[config.mk]
export PLATFORM = sky130hd
export DESIGN_NAME = flic_top
export DESIGN_NICKNAME = d
export VERILOG_FILES = /design/src/hdl/flic_pkg.sv /design/src/hdl/flic_arbiter.sv /design/src/hdl/flic_top.sv
export VERILOG_INCLUDE_DIRS = /design/src /design/src/hdl
export SDC_FILE = /design/constraint.sdc
export NUM_CORES = 1
export LEC_CHECK = 0
export BUFFER_PORTS_ARGS = -buffer_cell sky130_fd_sc_hd__buf_2
export CAP_MARGIN = 15
export CORE_ASPECT_RATIO = 1.2
export CORE_MARGIN = 2
export CORE_UTILIZATION = 45
export CTS_BUF_LIST = sky130_fd_sc_hd__clkbuf_16
export DETAILED_ROUTE_END_ITERATION = 6
export PLACE_DENSITY = 0.7
export SETUP_SLACK_MARGIN = 0.15
export SLEW_MARGIN = 15
export SYNTH_ARGS = -nofsm -noshare
export SYNTH_HDL_FRONTEND = slang
export SYNTH_SLANG_ARGS = --single-unit
[constraint.sdc]
create_clock -name clk -period 10 [get_ports clk]
set_clock_uncertainty 0.1 [all_clocks]
set_input_delay 3 -clock clk [delete_from_list [all_inputs] [get_ports clk]]
set_output_delay 3 -clock clk [all_outputs]
set_load 0.02 [all_outputs]
[src/hdl/flic_regs.svh]
// Purpose: Register addresses, field positions, reset values and vectors of the interrupt control
// Assumes: Registers are reached at their byte addresses on the plain register port
// Notes: Definitions only
`ifndef FLIC_REGS_SVH
`define FLIC_REGS_SVH

// Register addresses
`define FLIC_ADDR_ENABLE 8'hA8
`define FLIC_ADDR_PRIO_LOW 8'hB8
`define FLIC_ADDR_PRIO_HIGH 8'hB7
`define FLIC_ADDR_STATUS 8'hC0
`define FLIC_ADDR_MASK 8'hC1
`define FLIC_ADDR_INSVC 8'hC2

// Number of request sources, also the polling order index
`define FLIC_NUM_SRC 7
`define FLIC_SRC_EXT0 0
`define FLIC_SRC_TIMER0 1
`define FLIC_SRC_EXT1 2
`define FLIC_SRC_TIMER1 3
`define FLIC_SRC_SERIAL0 4
`define FLIC_SRC_TIMER2 5
`define FLIC_SRC_SERIAL1 6

// Global enable position in the enable register
`define FLIC_ENABLE_GLOBAL 7

// Reset values
`define FLIC_RST_ENABLE 8'h00
`define FLIC_RST_PRIO 7'h00
`define FLIC_RST_STATUS 7'h00
`define FLIC_RST_MASK 7'h00
`define FLIC_RST_INSVC 4'h0

// Service routine entry addresses
`define FLIC_VEC_EXT0 16'h0003
`define FLIC_VEC_TIMER0 16'h000B
`define FLIC_VEC_EXT1 16'h0013
`define FLIC_VEC_TIMER1 16'h001B
`define FLIC_VEC_SERIAL0 16'h0023
`define FLIC_VEC_TIMER2 16'h002B
`define FLIC_VEC_SERIAL1 16'h0033

`endif

[src/hdl/flic_pkg.sv]
// Purpose: Shared types of the interrupt control
// Assumes: Numbers live in flic_regs.svh
// Notes: Types only
package flic_pkg;
	typedef logic [2:0] flic_src_t;     // Source index in polling order
	typedef logic [1:0] flic_level_t;   // Priority level, 3 highest
	typedef logic [6:0] flic_srcvec_t;  // One bit per source
	typedef logic [15:0] flic_vec_t;    // Code address
	typedef logic [7:0] flic_byte_t;    // Register data
endpackage

[src/hdl/flic_arbiter.sv]
// Purpose: Picks the pending source with the highest level, ties by polling order
// Assumes: Pending bits are already gated by the enables
// Notes: Purely combinational
`timescale 1ns/1ps
`default_nettype none
`include "flic_regs.svh"

module flic_arbiter
(
	input wire flic_pkg::flic_srcvec_t pending,
	input wire flic_pkg::flic_srcvec_t prio_low,
	input wire flic_pkg::flic_srcvec_t prio_high,
	output logic win_valid,
	output flic_pkg::flic_src_t win_idx,
	output flic_pkg::flic_level_t win_lvl
);
	import flic_pkg::*;

	// Level of a source: high bit above low bit
	function automatic flic_level_t src_level(input logic hi, input logic lo);
		src_level = {hi, lo};
	endfunction

	// Scan in polling order; strict compare keeps the earlier source on a tie
	always_comb
	begin
		win_valid = 1'b0;
		win_idx = 3'h0;
		win_lvl = 2'h0;
		for (int i = 0; i < `FLIC_NUM_SRC; i++)
		begin
			if (pending[i] && (!win_valid || src_level(prio_high[i], prio_low[i]) > win_lvl))
			begin
				win_valid = 1'b1;
				win_idx = 3'(i);
				win_lvl = src_level(prio_high[i], prio_low[i]);
			end
		end
	end
endmodule // flic_arbiter

`default_nettype wire

[src/hdl/flic_top.sv]
// Purpose: Seven-source, four-level interrupt control with nesting and vectoring
// Assumes: Peripheral requests come from the core clock; external pins are asynchronous
// Notes: The CPU acknowledges a shown vector with a one-cycle pulse and ends a routine likewise
//
// How it works
// - Seven sources: two pins, three timers, two serial
// - Each source has its own enable bit
// - Global enable bit seven blocks every vectored request when clear; the summary irq line still follows status and mask
// - Enable bit map: serial1 down to ext0
// - Enable register resets to all zeros
// - Level is high bit over low bit
// - Low priority bit map, bit seven reserved
// - Priority low register clears on reset
// - Second serial port vectors to its fixed address
// - Only strictly higher level preempts a routine
// - Top level routine is never preempted
// - Higher level wins among simultaneous requests
// - Polling order breaks ties within a level
// - Priority high register, same map, clears on reset
`timescale 1ns/1ps
`default_nettype none
`include "flic_regs.svh"

module flic_top
(
	input wire logic clk,
	input wire logic rst_n,
	// Register port
	input wire flic_pkg::flic_byte_t reg_addr,
	input wire flic_pkg::flic_byte_t reg_wdata,
	input wire logic reg_wr,
	input wire logic reg_rd,
	output flic_pkg::flic_byte_t reg_rdata,
	// External request pins, active low, asynchronous
	input wire logic ext_request_zero_n,
	input wire logic ext_request_one_n,
	// Peripheral request levels, core clock
	input wire logic timer0_req,
	input wire logic timer1_req,
	input wire logic timer2_req,
	input wire logic serial0_req,
	input wire logic serial1_req,
	// CPU side
	output logic cpu_irq_req,
	output flic_pkg::flic_vec_t cpu_vector,
	output flic_pkg::flic_level_t cpu_level,
	input wire logic cpu_ack,
	input wire logic cpu_reti,
	// Summary interrupt line
	output logic irq
);
	import flic_pkg::*;

	// Enable register, bit 7 global
	flic_byte_t enable_r, enable_nxt;
	// Priority bits, reserved bit 7 is not stored
	flic_srcvec_t prio_low_r, prio_low_nxt;
	flic_srcvec_t prio_high_r, prio_high_nxt;
	// Sticky pending status and its summary mask
	flic_srcvec_t status_r, status_nxt;
	flic_srcvec_t mask_r, mask_nxt;
	// One bit per level currently in service
	logic [3:0] insvc_r, insvc_nxt;
	// Pin synchronisers, idle high
	logic ext0_s1_r, ext0_s2_r;
	logic ext1_s1_r, ext1_s2_r;
	// Previous request levels for edge detection
	flic_srcvec_t req_prev_r, req_prev_nxt;
	// Registered grant shown to the CPU
	logic req_r, req_nxt;
	flic_src_t gidx_r, gidx_nxt;
	flic_level_t glvl_r, glvl_nxt;
	flic_vec_t vec_r, vec_nxt;
	// Read data, valid only the cycle after a read strobe
	flic_byte_t rdata_r, rdata_nxt;

	// Combinational helpers
	flic_srcvec_t req_now;      // Request levels in polling order
	flic_srcvec_t req_rise;     // New request events
	flic_srcvec_t enabled_pend; // Pending and allowed
	logic arb_valid;
	flic_src_t arb_idx;
	flic_level_t arb_lvl;
	logic cur_any;
	flic_level_t cur_lvl;
	logic may_preempt;

	// Highest level in service; used for preemption and for the return pop
	function automatic logic [2:0] top_level(input logic [3:0] act);
		top_level = 3'h0;
		for (int l = 0; l < 4; l++)
		begin
			if (act[l])
			begin
				top_level = {1'b1, 2'(l)};
			end
		end
	endfunction

	// Entry address per source
	function automatic flic_vec_t vector_of(input flic_src_t idx);
		case (idx)
			3'h0: vector_of = `FLIC_VEC_EXT0;
			3'h1: vector_of = `FLIC_VEC_TIMER0;
			3'h2: vector_of = `FLIC_VEC_EXT1;
			3'h3: vector_of = `FLIC_VEC_TIMER1;
			3'h4: vector_of = `FLIC_VEC_SERIAL0;
			3'h5: vector_of = `FLIC_VEC_TIMER2;
			default: vector_of = `FLIC_VEC_SERIAL1;
		endcase
	endfunction

	// Two flops on each pin before anything looks at it
	always_ff @(posedge clk or negedge rst_n)
	begin
		if (!rst_n)
		begin
			ext0_s1_r <= 1'b1;
			ext0_s2_r <= 1'b1;
			ext1_s1_r <= 1'b1;
			ext1_s2_r <= 1'b1;
		end
		else
		begin
			ext0_s1_r <= ext_request_zero_n;
			ext0_s2_r <= ext0_s1_r;
			ext1_s1_r <= ext_request_one_n;
			ext1_s2_r <= ext1_s1_r;
		end
	end

	// Gather the seven sources in polling order
	always_comb
	begin
		req_now = 7'h00;
		req_now[`FLIC_SRC_EXT0] = ~ext0_s2_r;
		req_now[`FLIC_SRC_TIMER0] = timer0_req;
		req_now[`FLIC_SRC_EXT1] = ~ext1_s2_r;
		req_now[`FLIC_SRC_TIMER1] = timer1_req;
		req_now[`FLIC_SRC_SERIAL0] = serial0_req;
		req_now[`FLIC_SRC_TIMER2] = timer2_req;
		req_now[`FLIC_SRC_SERIAL1] = serial1_req;
		// A held level counts once; a source must drop and rise to ask again
		req_rise = req_now & ~req_prev_r;
	end

	// Gate pending requests by the source enables and the global enable
	always_comb
	begin
		enabled_pend = status_r & enable_r[6:0];
		if (!enable_r[`FLIC_ENABLE_GLOBAL])
		begin
			enabled_pend = 7'h00;
		end
	end

	// Level and tie resolution
	flic_arbiter u_arbiter
	(
		.pending(enabled_pend),
		.prio_low(prio_low_r),
		.prio_high(prio_high_r),
		.win_valid(arb_valid),
		.win_idx(arb_idx),
		.win_lvl(arb_lvl)
	);

	// Nesting: only a strictly higher level breaks in; level 3 is never exceeded
	always_comb
	begin
		{cur_any, cur_lvl} = top_level(insvc_r);
		may_preempt = arb_valid && (!cur_any || (arb_lvl > cur_lvl));
	end

	// Next state of registers, status, nesting and read data
	always_comb
	begin
		enable_nxt = enable_r;
		prio_low_nxt = prio_low_r;
		prio_high_nxt = prio_high_r;
		mask_nxt = mask_r;
		status_nxt = status_r;
		insvc_nxt = insvc_r;
		req_prev_nxt = req_now;
		rdata_nxt = 8'h00;
		// Register writes
		if (reg_wr)
		begin
			if (reg_addr == `FLIC_ADDR_ENABLE)
			begin
				enable_nxt = reg_wdata;
			end
			else if (reg_addr == `FLIC_ADDR_PRIO_LOW)
			begin
				// Reserved top bit dropped; software keeps it zero anyway
				prio_low_nxt = reg_wdata[6:0];
			end
			else if (reg_addr == `FLIC_ADDR_PRIO_HIGH)
			begin
				prio_high_nxt = reg_wdata[6:0];
			end
			else if (reg_addr == `FLIC_ADDR_STATUS)
			begin
				// Write one to clear
				status_nxt = status_nxt & ~reg_wdata[6:0];
			end
			else if (reg_addr == `FLIC_ADDR_MASK)
			begin
				mask_nxt = reg_wdata[6:0];
			end
		end
		// Return from a routine ends the innermost level
		if (cpu_reti && cur_any)
		begin
			insvc_nxt[cur_lvl] = 1'b0;
		end
		// Acknowledge: level enters service, its pending bit clears
		if (cpu_ack && req_r)
		begin
			insvc_nxt = insvc_nxt | (4'h1 << glvl_r);
			status_nxt = status_nxt & ~(7'h01 << gidx_r);
		end
		// New events last so that a set beats any clear in the same cycle
		status_nxt = status_nxt | req_rise;
		// Reads; reserved and unmapped bits read zero
		if (reg_rd)
		begin
			if (reg_addr == `FLIC_ADDR_ENABLE)
			begin
				rdata_nxt = enable_r;
			end
			else if (reg_addr == `FLIC_ADDR_PRIO_LOW)
			begin
				rdata_nxt = {1'b0, prio_low_r};
			end
			else if (reg_addr == `FLIC_ADDR_PRIO_HIGH)
			begin
				rdata_nxt = {1'b0, prio_high_r};
			end
			else if (reg_addr == `FLIC_ADDR_STATUS)
			begin
				rdata_nxt = {1'b0, status_r};
			end
			else if (reg_addr == `FLIC_ADDR_MASK)
			begin
				rdata_nxt = {1'b0, mask_r};
			end
			else if (reg_addr == `FLIC_ADDR_INSVC)
			begin
				rdata_nxt = {4'h0, insvc_r};
			end
		end
	end

	// Grant shown to the CPU; dropped for a cycle after an acknowledge so
	// that the stale winner is never offered twice
	always_comb
	begin
		req_nxt = may_preempt && !cpu_ack;
		gidx_nxt = gidx_r;
		glvl_nxt = glvl_r;
		vec_nxt = vec_r;
		if (may_preempt)
		begin
			gidx_nxt = arb_idx;
			glvl_nxt = arb_lvl;
			vec_nxt = vector_of(arb_idx);
		end
	end

	// Register everything
	always_ff @(posedge clk or negedge rst_n)
	begin
		if (!rst_n)
		begin
			enable_r <= `FLIC_RST_ENABLE;
			prio_low_r <= `FLIC_RST_PRIO;
			prio_high_r <= `FLIC_RST_PRIO;
			status_r <= `FLIC_RST_STATUS;
			mask_r <= `FLIC_RST_MASK;
			insvc_r <= `FLIC_RST_INSVC;
			req_prev_r <= 7'h00;
			req_r <= 1'b0;
			gidx_r <= 3'h0;
			glvl_r <= 2'h0;
			vec_r <= 16'h0000;
			rdata_r <= 8'h00;
		end
		else
		begin
			enable_r <= enable_nxt;
			prio_low_r <= prio_low_nxt;
			prio_high_r <= prio_high_nxt;
			status_r <= status_nxt;
			mask_r <= mask_nxt;
			insvc_r <= insvc_nxt;
			req_prev_r <= req_prev_nxt;
			req_r <= req_nxt;
			gidx_r <= gidx_nxt;
			glvl_r <= glvl_nxt;
			vec_r <= vec_nxt;
			rdata_r <= rdata_nxt;
		end
	end

	// Outputs
	assign reg_rdata = rdata_r;
	assign cpu_irq_req = req_r;
	assign cpu_vector = vec_r;
	assign cpu_level = glvl_r;
	// Summary line ignores the enables; software may poll without vectoring
	assign irq = |(status_r & mask_r);
endmodule // flic_top

`default_nettype wire

# == Word-level counts from Yosys, hierarchy flattened ==
# Index checks and enable logic that the tools add are counted.
# word_totals
out_inout_bits,28
reg_bits,81
word_cells,131
inputBits,29
# classes
n_lt_le_gt_ge,9
n_mux,43
n_shift,2
n_reduce_logical,32
bitwise,18
n_eq_ne,11
# ops
cell,count
7-bit 2-to-1 mux,11
"8-bit == test, second input constant",6
6-bit one-hot mux with 6 select lines,1
7-bit bitwise AND,5
3-bit 2-to-1 mux,7
7-bit inverter,3
2-bit 2-to-1 mux,9
8-bit 2-to-1 mux,2
2-bit greater-than comparator,7
4-bit 2-to-1 mux,3
1-bit logical AND,11
1-bit 2-to-1 mux,9
1-bit logical NOT,8
1-bit logical OR,7
7-bit OR,1
7-bit OR reduction,1
"1-bit by 3-bit left shift with 7-bit output, first input constant",1
"3-bit by 2-bit == test with 1-bit output, second input constant",2
"3-bit == test, second input constant",2
1-bit inverter,6
6-bit AND reduction,1
4-bit bitwise AND,1
4-bit inverter,1
4-bit OR,1
other kinds (9),9

# == Longest topological paths before layout ==
# Gate-level depths: netlist (run 1).
# depth
depth_word,31
mapped_depth,47
ltp_nobuf,45

# == Hierarchy ==
# Synthesis (run 1) repeated with hierarchy kept, for this count alone.
# hier_totals
hier_cells,372
hier_area_um2,3897.5
# by_module_without_submodules
mod,cells_each,seq_area_each_um2,area_per_inst_um2,n_inst
flic_top,280,1731.7,3240.6,1
flic_arbiter,92,0.0,656.9,1

# == Worst setup path after synthesis (run 1) ==
# OpenSTA, ideal clock, no wires.
# synth_path
path_type,register -> register
start,register enable_r[7]
end,register vec_r[5] (netlist: cpu_vector[5])
stages_incl_launch_ff,48
t_arrival_ns,8.530
slack_ns,1.246
required_time_ns,9.776
setup_ns,0.124
path_cell_list,dfrtp_1 -> buf_2 -> and3_1 -> clkbuf_1 -> nand2_1 -> ha_1 -> nor2b_1 -> o21ai_0 -> a211o_1 -> and2_1 -> ha_1 -> nor2b_1 -> o21ai_0 -> a211oi_1 -> a31oi_1 -> inv_1 -> ha_1 -> and2b_2 -> (+12 left out) -> a21o_1 -> o21ai_0 -> a211oi_2 -> or2_1 -> ha_1 -> nor2b_1 -> a2bb2oi_1 -> nor2_1 -> nor3_2 -> nand2_1 -> o31a_1 -> ha_1 -> nand2_1 -> o21ai_0 -> a221o_1 -> nand2b_2 -> nand2b_1 -> a21boi_1
# synth_between
elab_chain_len,29
elab_cells_between_ends,55
# synth_rtl
element,line,rtl
from (decl),flic_top.sv:55,"flic_byte_t enable_r, enable_nxt;"
from (signal assigned),flic_top.sv:276,enable_r <= `FLIC_RST_ENABLE;
from (signal assigned),flic_top.sv:291,enable_r <= enable_nxt;
7-bit 2-to-1 mux (*),flic_top.sv:151,if (!enable_r[`FLIC_ENABLE_GLOBAL])
branches (longest 28 deep; another with 2-bit greater-than comparator),--,
to (signal assigned),flic_top.sv:301,vec_r <= vec_nxt;
to (decl),flic_top.sv:73,"flic_vec_t vec_r, vec_nxt;"
# Every way passes the cells marked *.
# A chain may end at the register's enable or synchronous reset.

# == Final worst setup path (run 1) ==
# layout_path
start,register status_r[0]
end,register vec_r[5] (netlist: cpu_vector[5])
# layout_between
elab_chain_len,30
elab_cells_between_ends,56
# layout_rtl
element,line,rtl
from (decl),flic_top.sv:60,"flic_srcvec_t status_r, status_nxt;"
from (signal assigned),flic_top.sv:279,status_r <= `FLIC_RST_STATUS;
from (signal assigned),flic_top.sv:294,status_r <= status_nxt;
7-bit bitwise AND (*),flic_top.sv:150,enabled_pend = status_r & enable_r[6:0];
7-bit 2-to-1 mux (*),flic_top.sv:151,
branches (longest 28 deep; another with 2-bit greater-than comparator),--,
# Marks and branches as above.

==> impl_metrics.json, run 1 <==
{
  "vias": 2949,
  "yosys-top-cells-area": "sky130_fd_sc_hd__dfrtp_1 (43%), sky130_fd_sc_hd__mux2_2 (8.9%), sky130_fd_sc_hd__ha_1 (4.6%), sky130_fd_sc_hd__o21ai_0 (3.3%), sky130_fd_sc_hd__dfstp_2 (2.8%)",
  "via_count_of_the_first_global_routing_pass": 2848,
  "nets": 456,
  "max_cap_violations": 0,
  "setup_ws_ns": 0.889,
  "path_common_cell": "sky130_fd_sc_hd__ha_1",
  "worstRegToRegCells": 44,
  "count_of_flip_flops_with_a_built_in_enable_after_synthesis": 0,
  "wirelength_mm": 9.18,
  "dr.pass1.iters": 6,
  "timing.hold.worst_endpoint": "ext1_s2_r$_DFF_PN1_",
  "cts_tree": "built",
  "die-height_um": 105,
  "design_area_um2": 4450,
  "asyncSetResetFlopFracSynth": 1.00,
  "final_min_period_over_clock_period": 0.911,
  "drt_drc_violations_left": 0,
  "setup_viol": 0,
  "dominantRegCellSynth": "sky130_fd_sc_hd__dfrtp_1",
  "grt_max_degree": 70,
  "hold_start": "ext1_s1_r$_DFF_PN1_",
  "r2r_setup_slack_ns": 0.89,
  "post_dp_cell_area_um2": 4100,
  "drive_above_1_share": 0.297,
  "hold_path.class": "reg -> reg",
  "dp.final_hpwl_mm": 6.81,
  "path_depth": 44,
  "power.ir.vdd_worst_mv": 0.116,
  "mostFrequentLayoutCells": "sky130_fd_sc_hd__dfrtp_1 (64), sky130_fd_sc_hd__buf_2 (45), sky130_fd_sc_hd__mux2_2 (30), sky130_fd_sc_hd__inv_1 (27), sky130_fd_sc_hd__nand2_1 (27)",
  "cts-root-to-sink-buffers": 2,
  "final_hold_violation_count": 0,
  "post_detailed_route_via_to_cell_ratio": 5.54,
  "clk_pin_slew_ns": 0.06,
  "die_area_um2": 9200,
  "initialDrtViolationCount": 282,
  "max_freq_ghz": 0.110,
  "status": "complete, no violations",
  "setup_repair_after_global_routing_missed_its_margin": "false",
  "io_pins": 57,
  "final_antenna_net_count": 0,
  "place.port_buffers": 45,
  "clock_latency_ns": 0.34,
  "critical_path.n_buffers_inverters": 1,
  "postLayoutCoreUtil": 0.545,
  "largest_driver_fanout_on_the_critical_path": 7,
  "synth-seq-area-share": 0.456,
  "final_wtd_congestion": 0.844,
  "critical_path.reg2reg.startpoint": "status_r[0]$_DFF_PN0_",
  "mappedNetlistArea_um2": 3800,
  "clock_tree.root_cell": "sky130_fd_sc_hd__clkbuf_16",
  "setup.worst_path.start_class": "flip-flop",
  "pre_cts_ws_ns": 0.314,
  "numCtsBuffers": 9,
  "worst-slew-pin-transition_ns": 0.889,
  "data_arrival_time_at_the_worst_slack_endpoint_ns": 9.23,
  "clkSinkCount": 69,
  "r2r_end": "cpu_vector[5]$_DFFE_PN0P_",
  "final_critical_path_time_including_i_o_delays_and_setup_ns": 9.11,
  "timing_max_transition_violations_final": 0,
  "globalRouteTotalUtil": 0.212,
  "postSynthCellCount": 362,
  "number_of_antenna_violations_at_the_first_check_in_global_routing": 0,
  "grt_pass1_wl_mm": 14.7,
  "layout_commonest_cell": "sky130_fd_sc_hd__dfrtp_1",
  "area_growth_pct": 17.0,
  "critical_path_rt_ns": 10.12,
  "n_antenna_cell": 0,
  "start_util": 0.466,
  "power_per_cell_area_nw_per_um2": 157,
  "rows": 36,
  "postSynthRegisterBits": 69,
  "critical_path_class": "reg -> reg",
  "power.leakage_nw": 2.13,
  "chip_width_um": 87.9,
  "holdPathStages": 0,
  "synthesis.area_per_instance_um2": 10.5,
  "ys_warnings": 0,
  "global_route_congestion_overflow_total": 0,
  "synthDistinctLibCells": 64,
  "timing.max_slew.rel_slack": 0.408,
  "crit_path_max_incr_delay_ns": 0.43,
  "synth_top_area_frac": 0.428,
  "hold_slack_ns": 0.257,
  "ctsHtreeMaxLevel": 3,
  "path_delay_family": "compound AO/OA/AOI/OAI gates",
  "core_region_area_um2": 8150,
  "fin_tns_setup_ns": 0,
  "worst_setup_path_end_kind": "flip-flop",
  "synth_top_cell_by_area": "sky130_fd_sc_hd__dfrtp_1",
  "crit_path_top_delay_cell": "sky130_fd_sc_hd__dfrtp_2",
  "wire_per_inst_um": 17.3
}
[worst max-delay path by stage]
stage	from	end	slack, ns
finish	status_r[0]$_DFF_PN0_	cpu_vector[5]$_DFFE_PN0P_	0.89
global route	status_r[0]$_DFF_PN0_	cpu_vector[5]$_DFFE_PN0P_	0.16
CTS	status_r[0]$_DFF_PN0_	cpu_vector[5]$_DFFE_PN0P_	0.22
detailed placement	status_r[0]$_DFF_PN0_	cpu_vector[5]$_DFFE_PN0P_	0.31
global placement	status_r[0]$_DFF_PN0_	cpu_vector[5]$_DFFE_PN0P_	0.64
floorplan	enable_r[7]$_DFFE_PN0P_	cpu_vector[5]$_DFFE_PN0P_	1.25
[state kept, by name, summed over array words and instances (netlist names), 7 cells and up]
signal       count
enable_r         8
mask_r           7
prio_high_r      7
prio_low_r       7
reg_rdata        8
req_prev_r       7
status_r         7
[power by group]
| part | switching [mW] | internal (mW) |
|---|---|---|
| Combinational | 0.0469 | 0.0292 |
| Clock | 0.118 | 0.192 |
| Sequential | 0.0147 | 0.296 |
[through the flow]
| stage | cells | power (mW) |
|---|---|---|
| global placement | 514 | 0.388 |
| finish | 532 | 0.696 |
| global route | 532 | 0.724 |
| floorplan | 372 | 0.362 |
| detailed placement | 514 | 0.389 |
| CTS | 530 | 0.702 |
[logic make-up after synthesis]
logic type | synth area share
simple gates | 0.134
flops | 0.456
other cells | 0.000987
buf+inv | 0.0583
fa+ha+maj | 0.0461
mux | 0.0994
compound gates | 0.205
[area by class of cell]
type / instances / area [um^2]
multi-input combinational: 257 / 1920
clock inverter: 7 / 66.3
sequential: 69 / 1730
timing repair buffer: 50 / 263
clock buffer: 9 / 225
inverter: 26 / 97.6
fill: 724 / 3710
tap: 114 / 143
[routing by layer]
layer,wire (um),up-vias,global-route usage
li1,-,1400,-
met1,3990,1432,0.278
met2,4480,102,0.335
met3,509,15,0.0498
met4,198,0,0.0846
met5,0,-,0
[Yosys cell counts, drive strengths merged (2+ instances only)]
| cell type | number |
|---|---|
| a21o | 9 |
| a22o | 5 |
| nand3b | 2 |
| clkbuf | 5 |
| o31ai | 6 |
| a31oi | 2 |
| o221ai | 2 |
| a32oi | 2 |
| a221o | 2 |
| o22ai | 5 |
| a21oi | 8 |
| a21boi | 8 |
| and3 | 8 |
| nor2 | 14 |
| nand2 | 27 |
| a211oi | 4 |
| and2 | 7 |
| nand2b | 5 |
| inv | 26 |
| or2 | 2 |
| dfrtp | 65 |
| nor2b | 12 |
| a2bb2oi | 3 |
| dfstp | 4 |
| o21ai | 26 |
| and4b | 2 |
| mux2 | 30 |
| a222oi | 3 |
| a22oi | 7 |
| nand3 | 9 |
| ha | 14 |
| mux2i | 4 |
| a211o | 2 |
| buf | 15 |
| o21a | 2 |
[what timing repair did]
item | CTS | global route
hold buffers | 0 | 0
buffers inserted | 0 | 2
gates resized for setup | 0 | 9
setup endpoints to repair | 0 | 10
(Power assumes the default switching activity.)
==> run 2, diff against run 1 <==
BUFFER_PORTS_ARGS = default   (was -buffer_cell sky130_fd_sc_hd__buf_2)
DONT_BUFFER_PORTS = 1   (was default)
PLACE_DENSITY = 0.65   (was 0.7)
==> impl_metrics.json, run 2 (synthesis gave the netlist of run 1 again) <==
{
  "power_frac_comb": 0.073,
  "place.port_buffers": 0,
  "worstRegToRegCells": 45,
  "initialDrtViolationCount": 186,
  "final_wtd_congestion": 0.880,
  "critical_path_class": "reg -> reg",
  "path_common_cell": "sky130_fd_sc_hd__ha_1",
  "chip_width_um": 87.9,
  "timing_max_transition_violations_final": 0,
  "area_growth_pct": 11.5,
  "power.leakage_nw": 1.92,
  "mostFrequentLayoutCells": "sky130_fd_sc_hd__dfrtp_1 (63), sky130_fd_sc_hd__mux2_2 (30), sky130_fd_sc_hd__inv_1 (27), sky130_fd_sc_hd__nand2_1 (27), sky130_fd_sc_hd__o21ai_0 (24)",
  "postLayoutCoreUtil": 0.519,
  "crit_path_top_delay_cell": "sky130_fd_sc_hd__a221o_2",
  "die-height_um": 105,
  "p_sw_mw": 0.169,
  "clk_pin_slew_ns": 0.06,
  "max_freq_ghz": 0.109,
  "clkSinkCount": 69,
  "setup_ws_ns": 0.831,
  "nets": 415,
  "max_cap_violations": 0,
  "largest_driver_fanout_on_the_critical_path": 7,
  "clock_latency_ns": 0.34,
  "setup_repair_after_global_routing_missed_its_margin": "false",
  "final_critical_path_time_including_i_o_delays_and_setup_ns": 9.17,
  "cts-root-to-sink-buffers": 2,
  "io_pins": 57,
  "numCtsBuffers": 9,
  "fillers": 734,
  "dp.final_hpwl_mm": 6.92,
  "setup.worst_path.start_class": "flip-flop",
  "number_of_antenna_violations_at_the_first_check_in_global_routing": 0,
  "n_antenna_cell": 0,
  "sw_frac_of_total": 0.260,
  "critical_path_rt_ns": 10.13,
  "grt_max_degree": 70,
  "worst_setup_path_end_kind": "flip-flop",
  "ctsHoldBuffers": 0,
  "finalPower_mw": 0.649,
  "pre_cts_ws_ns": 0.0539,
  "start_util": 0.466,
  "power.ir.vdd_worst_mv": 0.0994,
  "die_area_um2": 9200,
  "vias": 2817,
  "data_arrival_time_at_the_worst_slack_endpoint_ns": 9.30,
  "drive_above_1_share": 0.226,
  "globalRouteTotalUtil": 0.222,
  "final_antenna_net_count": 0,
  "setup_viol": 0,
  "wire_per_inst_um": 19.1,
  "design_area_um2": 4240,
  "global_route_congestion_overflow_total": 0,
  "crit_path_max_incr_delay_ns": 0.43,
  "ctsHtreeMaxLevel": 3,
  "core_region_area_um2": 8150,
  "post_detailed_route_via_to_cell_ratio": 5.75,
  "grt_pass1_wl_mm": 15.2,
  "final_min_period_over_clock_period": 0.917,
  "worst-slew-pin-transition_ns": 1.07,
  "fin_tns_setup_ns": 0,
  "power_report.internal_total_mw": 0.481,
  "holdPathStages": 0,
  "cts_tree": "built",
  "via_count_of_the_first_global_routing_pass": 2784,
  "status": "complete, no violations",
  "clock_tree.root_cell": "sky130_fd_sc_hd__clkbuf_16",
  "seq_power_share": 0.493,
  "wirelength_mm": 9.36,
  "dr.pass1.iters": 5,
  "timing.max_slew.rel_slack": 0.284,
  "power_per_cell_area_nw_per_um2": 153,
  "post_dp_cell_area_um2": 3860,
  "power.share.clock": 0.434,
  "hold_path.class": "reg -> reg",
  "rows": 36,
  "drt_drc_violations_left": 0,
  "layout_commonest_cell": "sky130_fd_sc_hd__dfrtp_1",
  "final_hold_violation_count": 0
}
run 2: per-stage QoR:
stage | hold slack [ns] | std cells
2_1_floorplan | 0.245 | 372
3_5_place_dp | 0.249 | 467
6_report | 0.255 | 490
3_3_place_gp | 0.248 | 467
4_1_cts | 0.257 | 482
5_1_grt | 0.258 | 490
run 2: worst max-delay path: cells and delay by family (launching register included):
kind                       cells  cell delay, ns
muxes                          1            0.13
and+or+nand+nor               17            2.56
buffers and inverters          1            0.07
DFF                            1            0.41
AOI/OAI and AO/OA             19            3.75
adders and majority gates      7            1.98
run 2: worst paths after layout:
| path | slack [ns] | from | endpoint |
|---|---|---|---|
| min | 0.25 | ext0_s1_r$_DFF_PN1_ | ext0_s2_r$_DFF_PN1_ |
| min reg2reg | 0.25 | ext0_s1_r$_DFF_PN1_ | ext0_s2_r$_DFF_PN1_ |
| max reg2reg | 0.83 | status_r[0]$_DFF_PN0_ | cpu_vector[5]$_DFFE_PN0P_ |
| min in group asynchronous | 2.25 | rst_n | gidx_r[1]$_DFFE_PN0P_ |
| max in group asynchronous | 7.36 | rst_n | ext0_s1_r$_DFF_PN1_ |
| max | 0.83 | status_r[0]$_DFF_PN0_ | cpu_vector[5]$_DFFE_PN0P_ |
run 2: cell type report:
| class | count | area, um^2 | area share |
|---|---|---|---|
| inverter | 26 | 97.6 | 0.0230 |
| multi-input combinational | 257 | 1930 | 0.457 |
| sequential | 69 | 1730 | 0.409 |
| clock inverter | 6 | 33.8 | 0.00798 |
| clock buffer | 9 | 225 | 0.0532 |
| tap | 114 | 143 | 0.0337 |
| timing repair buffer | 9 | 67.6 | 0.0160 |
run 2: what timing repair did:
| action | CTS | global route |
|---|---|---|
| pin swaps | 0 | 4 |
| cloned | 0 | 0 |
| setup buffers | 0 | 8 |
| endpoints found under the setup margin | 4 | 10 |
| resized for setup | 2 | 12 |
| endpoints found under the hold margin | 0 | 0 |
run 2: power by group through the flow:
stage          sequential [mW]  combinational (mW)  clock [mW]
2_1_floorplan            0.316              0.0455           0
3_3_place_gp             0.324              0.0429           0
3_5_place_dp             0.325              0.0444           0
4_1_cts                  0.320              0.0448       0.287
5_1_grt                  0.322              0.0531       0.299
6_report                 0.320              0.0472       0.282
run 2: layer usage:
layer	vias to the layer above	routed length, um	track usage
li1	1313	-	-
met1	1398	4060	0.296
met2	85	4550	0.343
met3	21	498	0.0553
met4	0	246	0.0890
met5	-	0	0
==> run 3, diff against run 2 <==
SYNTH_HIERARCHICAL = 1   (was default)
==> impl_metrics.json, run 3 <==
{
  "power.leakage_nw": 2.02,
  "setup.worst_path.start_class": "flip-flop",
  "asyncSetResetFlopFracSynth": 1.00,
  "synthesis.area_per_instance_um2": 10.5,
  "nets": 415,
  "max_cap_violations": 0,
  "ctsHtreeMaxLevel": 3,
  "dominantRegCellSynth": "sky130_fd_sc_hd__dfrtp_1",
  "worst-slew-pin-transition_ns": 0.595,
  "wire_per_inst_um": 18.3,
  "drt_drc_violations_left": 0,
  "core_region_area_um2": 8520,
  "setup_viol": 0,
  "final_hold_violation_count": 0,
  "mappedNetlistArea_um2": 3900,
  "vias": 2841,
  "chip_width_um": 89.0,
  "timing_max_transition_violations_final": 0,
  "setup_repair_after_global_routing_missed_its_margin": "false",
  "power_per_cell_area_nw_per_um2": 160,
  "post-synth-top-count-cell": "sky130_fd_sc_hd__dfrtp_1",
  "grt_pass1_wl_mm": 14.9,
  "largest_driver_fanout_on_the_critical_path": 12,
  "postLayoutCoreUtil": 0.504,
  "final_min_period_over_clock_period": 0.917,
  "final_wtd_congestion": 0.894,
  "timing.max_slew.rel_slack": 0.600,
  "crit_path_max_incr_delay_ns": 0.50,
  "area_growth_pct": 10.1,
  "instances_no_fill": 494,
  "synthDistinctLibCells": 66,
  "global_route.usage.met1": 0.277,
  "io_pins": 57,
  "gr-usage-met2": 0.315,
  "grt_max_degree": 70,
  "final_antenna_net_count": 0,
  "wirelength_mm": 9.05,
  "final_critical_path_time_including_i_o_delays_and_setup_ns": 9.17,
  "die_area_um2": 9420,
  "postSynthRegisterBits": 69,
  "synth_top_area_frac": 0.417,
  "crit_path_top_delay_cell": "sky130_fd_sc_hd__dfrtp_1",
  "use_met3": 0.0512,
  "path_common_cell": "sky130_fd_sc_hd__ha_1",
  "yosys-top-cells-area": "sky130_fd_sc_hd__dfrtp_1 (42%), sky130_fd_sc_hd__mux2_2 (8.4%), sky130_fd_sc_hd__ha_1 (4.5%), sky130_fd_sc_hd__o21ai_0 (3.2%), sky130_fd_sc_hd__mux2_4 (3.1%)",
  "number_of_antenna_violations_at_the_first_check_in_global_routing": 0,
  "globalRouteTotalUtil": 0.206,
  "synth-seq-area-share": 0.444,
  "global_route_congestion_overflow_total": 0,
  "fin_tns_setup_ns": 0,
  "clock_latency_ns": 0.33,
  "clock_tree.root_cell": "sky130_fd_sc_hd__clkbuf_16",
  "place.port_buffers": 0,
  "numCtsBuffers": 9,
  "max_freq_ghz": 0.109,
  "yosys-top-cells-count": "sky130_fd_sc_hd__dfrtp_1 (65), sky130_fd_sc_hd__nand2_1 (31), sky130_fd_sc_hd__mux2_2 (29)",
  "dp.final_hpwl_mm": 6.67,
  "grt_max_usage_layer": "met2",
  "start_util": 0.458,
  "postSynthCellCount": 372,
  "layout_commonest_cell": "sky130_fd_sc_hd__dfrtp_1",
  "mostFrequentLayoutCells": "sky130_fd_sc_hd__dfrtp_1 (65), sky130_fd_sc_hd__nand2_1 (31), sky130_fd_sc_hd__mux2_2 (29), sky130_fd_sc_hd__inv_1 (26), sky130_fd_sc_hd__o21ai_0 (24)",
  "hold_path.class": "reg -> reg",
  "synth_top_cell_by_area": "sky130_fd_sc_hd__dfrtp_1",
  "count_of_flip_flops_with_a_built_in_enable_after_synthesis": 0,
  "clk_pin_slew_ns": 0.06,
  "via_count_of_the_first_global_routing_pass": 2934,
  "critical_path_rt_ns": 10.12,
  "power.ir.vdd_worst_mv": 0.138,
  "status": "complete, no violations",
  "clkSinkCount": 69,
  "critical_path_class": "reg -> reg",
  "dp_cells": 478,
  "die-height_um": 106,
  "ys_warnings": 6,
  "dr.pass1.iters": 5,
  "initialDrtViolationCount": 216,
  "post_detailed_route_via_to_cell_ratio": 5.75,
  "rows": 37,
  "cts-root-to-sink-buffers": 2,
  "n_antenna_cell": 0,
  "drive_above_1_share": 0.212,
  "worst_setup_path_end_kind": "flip-flop",
  "fillers": 774,
  "cts_tree": "built",
  "data_arrival_time_at_the_worst_slack_endpoint_ns": 9.28
}
## run 3: changes by cell type after synthesis, moves of 4 or more
cell                       previous run  this run
sky130_fd_sc_hd__nand3_1              9        13
sky130_fd_sc_hd__a22o_1               5         1
sky130_fd_sc_hd__nor2b_1             12         8
sky130_fd_sc_hd__and3_1               5         9
sky130_fd_sc_hd__a21boi_0             6         2
sky130_fd_sc_hd__and2_1               6         2
sky130_fd_sc_hd__mux2_4               0         8
sky130_fd_sc_hd__nand2_1             27        31
## run 3: final cells by class
class | instances | area, um^2 | share of cell area
well taps | 117 | 146 | 0.0341
inverters | 27 | 101 | 0.0236
clock buffers | 9 | 225 | 0.0525
flip-flops and latches | 69 | 1730 | 0.403
multi-input cells | 264 | 1970 | 0.460
repair buffers | 1 | 7.51 | 0.00175
clock inverters | 7 | 105 | 0.0245
## run 3: final timing paths
path | from | endpoint | slack, ns | depth (start not counted)
max | enable_r[7]$_DFFE_PN0P_ | gidx_r[1]$_DFFE_PN0P_ | 0.83 | 40
min in group asynchronous | rst_n | req_prev_r[1]$_DFF_PN0_ | 2.26 | 0
min | ext1_s1_r$_DFF_PN1_ | ext1_s2_r$_DFF_PN1_ | 0.26 | 0
max reg2reg | enable_r[7]$_DFFE_PN0P_ | gidx_r[1]$_DFFE_PN0P_ | 0.83 | 40
max in group asynchronous | rst_n | ext0_s2_r$_DFF_PN1_ | 7.34 | 0
min reg2reg | ext1_s1_r$_DFF_PN1_ | ext1_s2_r$_DFF_PN1_ | 0.26 | 0
## run 3: worst max-delay path, delay by kind of cell, from the launching register on
family / cells / cell delay [ns]
simple gates: 7 / 0.95
mux: 3 / 0.96
flops: 1 / 0.50
buf+inv: 2 / 0.26
fa+ha+maj: 7 / 1.97
compound gates: 21 / 4.30
## run 3: cells by family after synthesis
family	Yosys count	share of synthesized area
AOI/OAI and AO/OA	91	0.169
muxes	43	0.130
other	1	0.000962
buffers and inverters	49	0.0620
DFF	69	0.444
adders and majority gates	14	0.0449
and+or+nand+nor	105	0.149
## run 3: layer usage
metal,routed length (um),up-vias,share of wire
li1,-,1317,-
met1,3850,1411,0.43
met2,4390,99,0.49
met3,597,14,0.066
met4,212,0,0.023
met5,0,-,0
## run 3: power breakdown
part	internal (mW)	total [mW]	switching [mW]
registers	0.290	0.303	0.0133
clock network	0.222	0.348	0.126
logic	0.0165	0.0345	0.0180
total	0.529	0.686	0.158
## run 3: timing repair
action	in CTS	in global routing
setup buffers	0	0
hold buffers	0	0
resized for setup	0	4
setup endpoints to repair	0	10
## run 3: stage by stage
step           worst slack (ns)  power [mW]  hold slack (ns)  cell area [um^2]
6_report                  0.831       0.686            0.257              4290
3_3_place_gp              0.996       0.341            0.252              3950
3_5_place_dp              0.584       0.342            0.248              3950
4_1_cts                   0.557       0.693            0.258              4280
5_1_grt                   0.139       0.710            0.263              4290
2_1_floorplan              1.39       0.343            0.245              3940
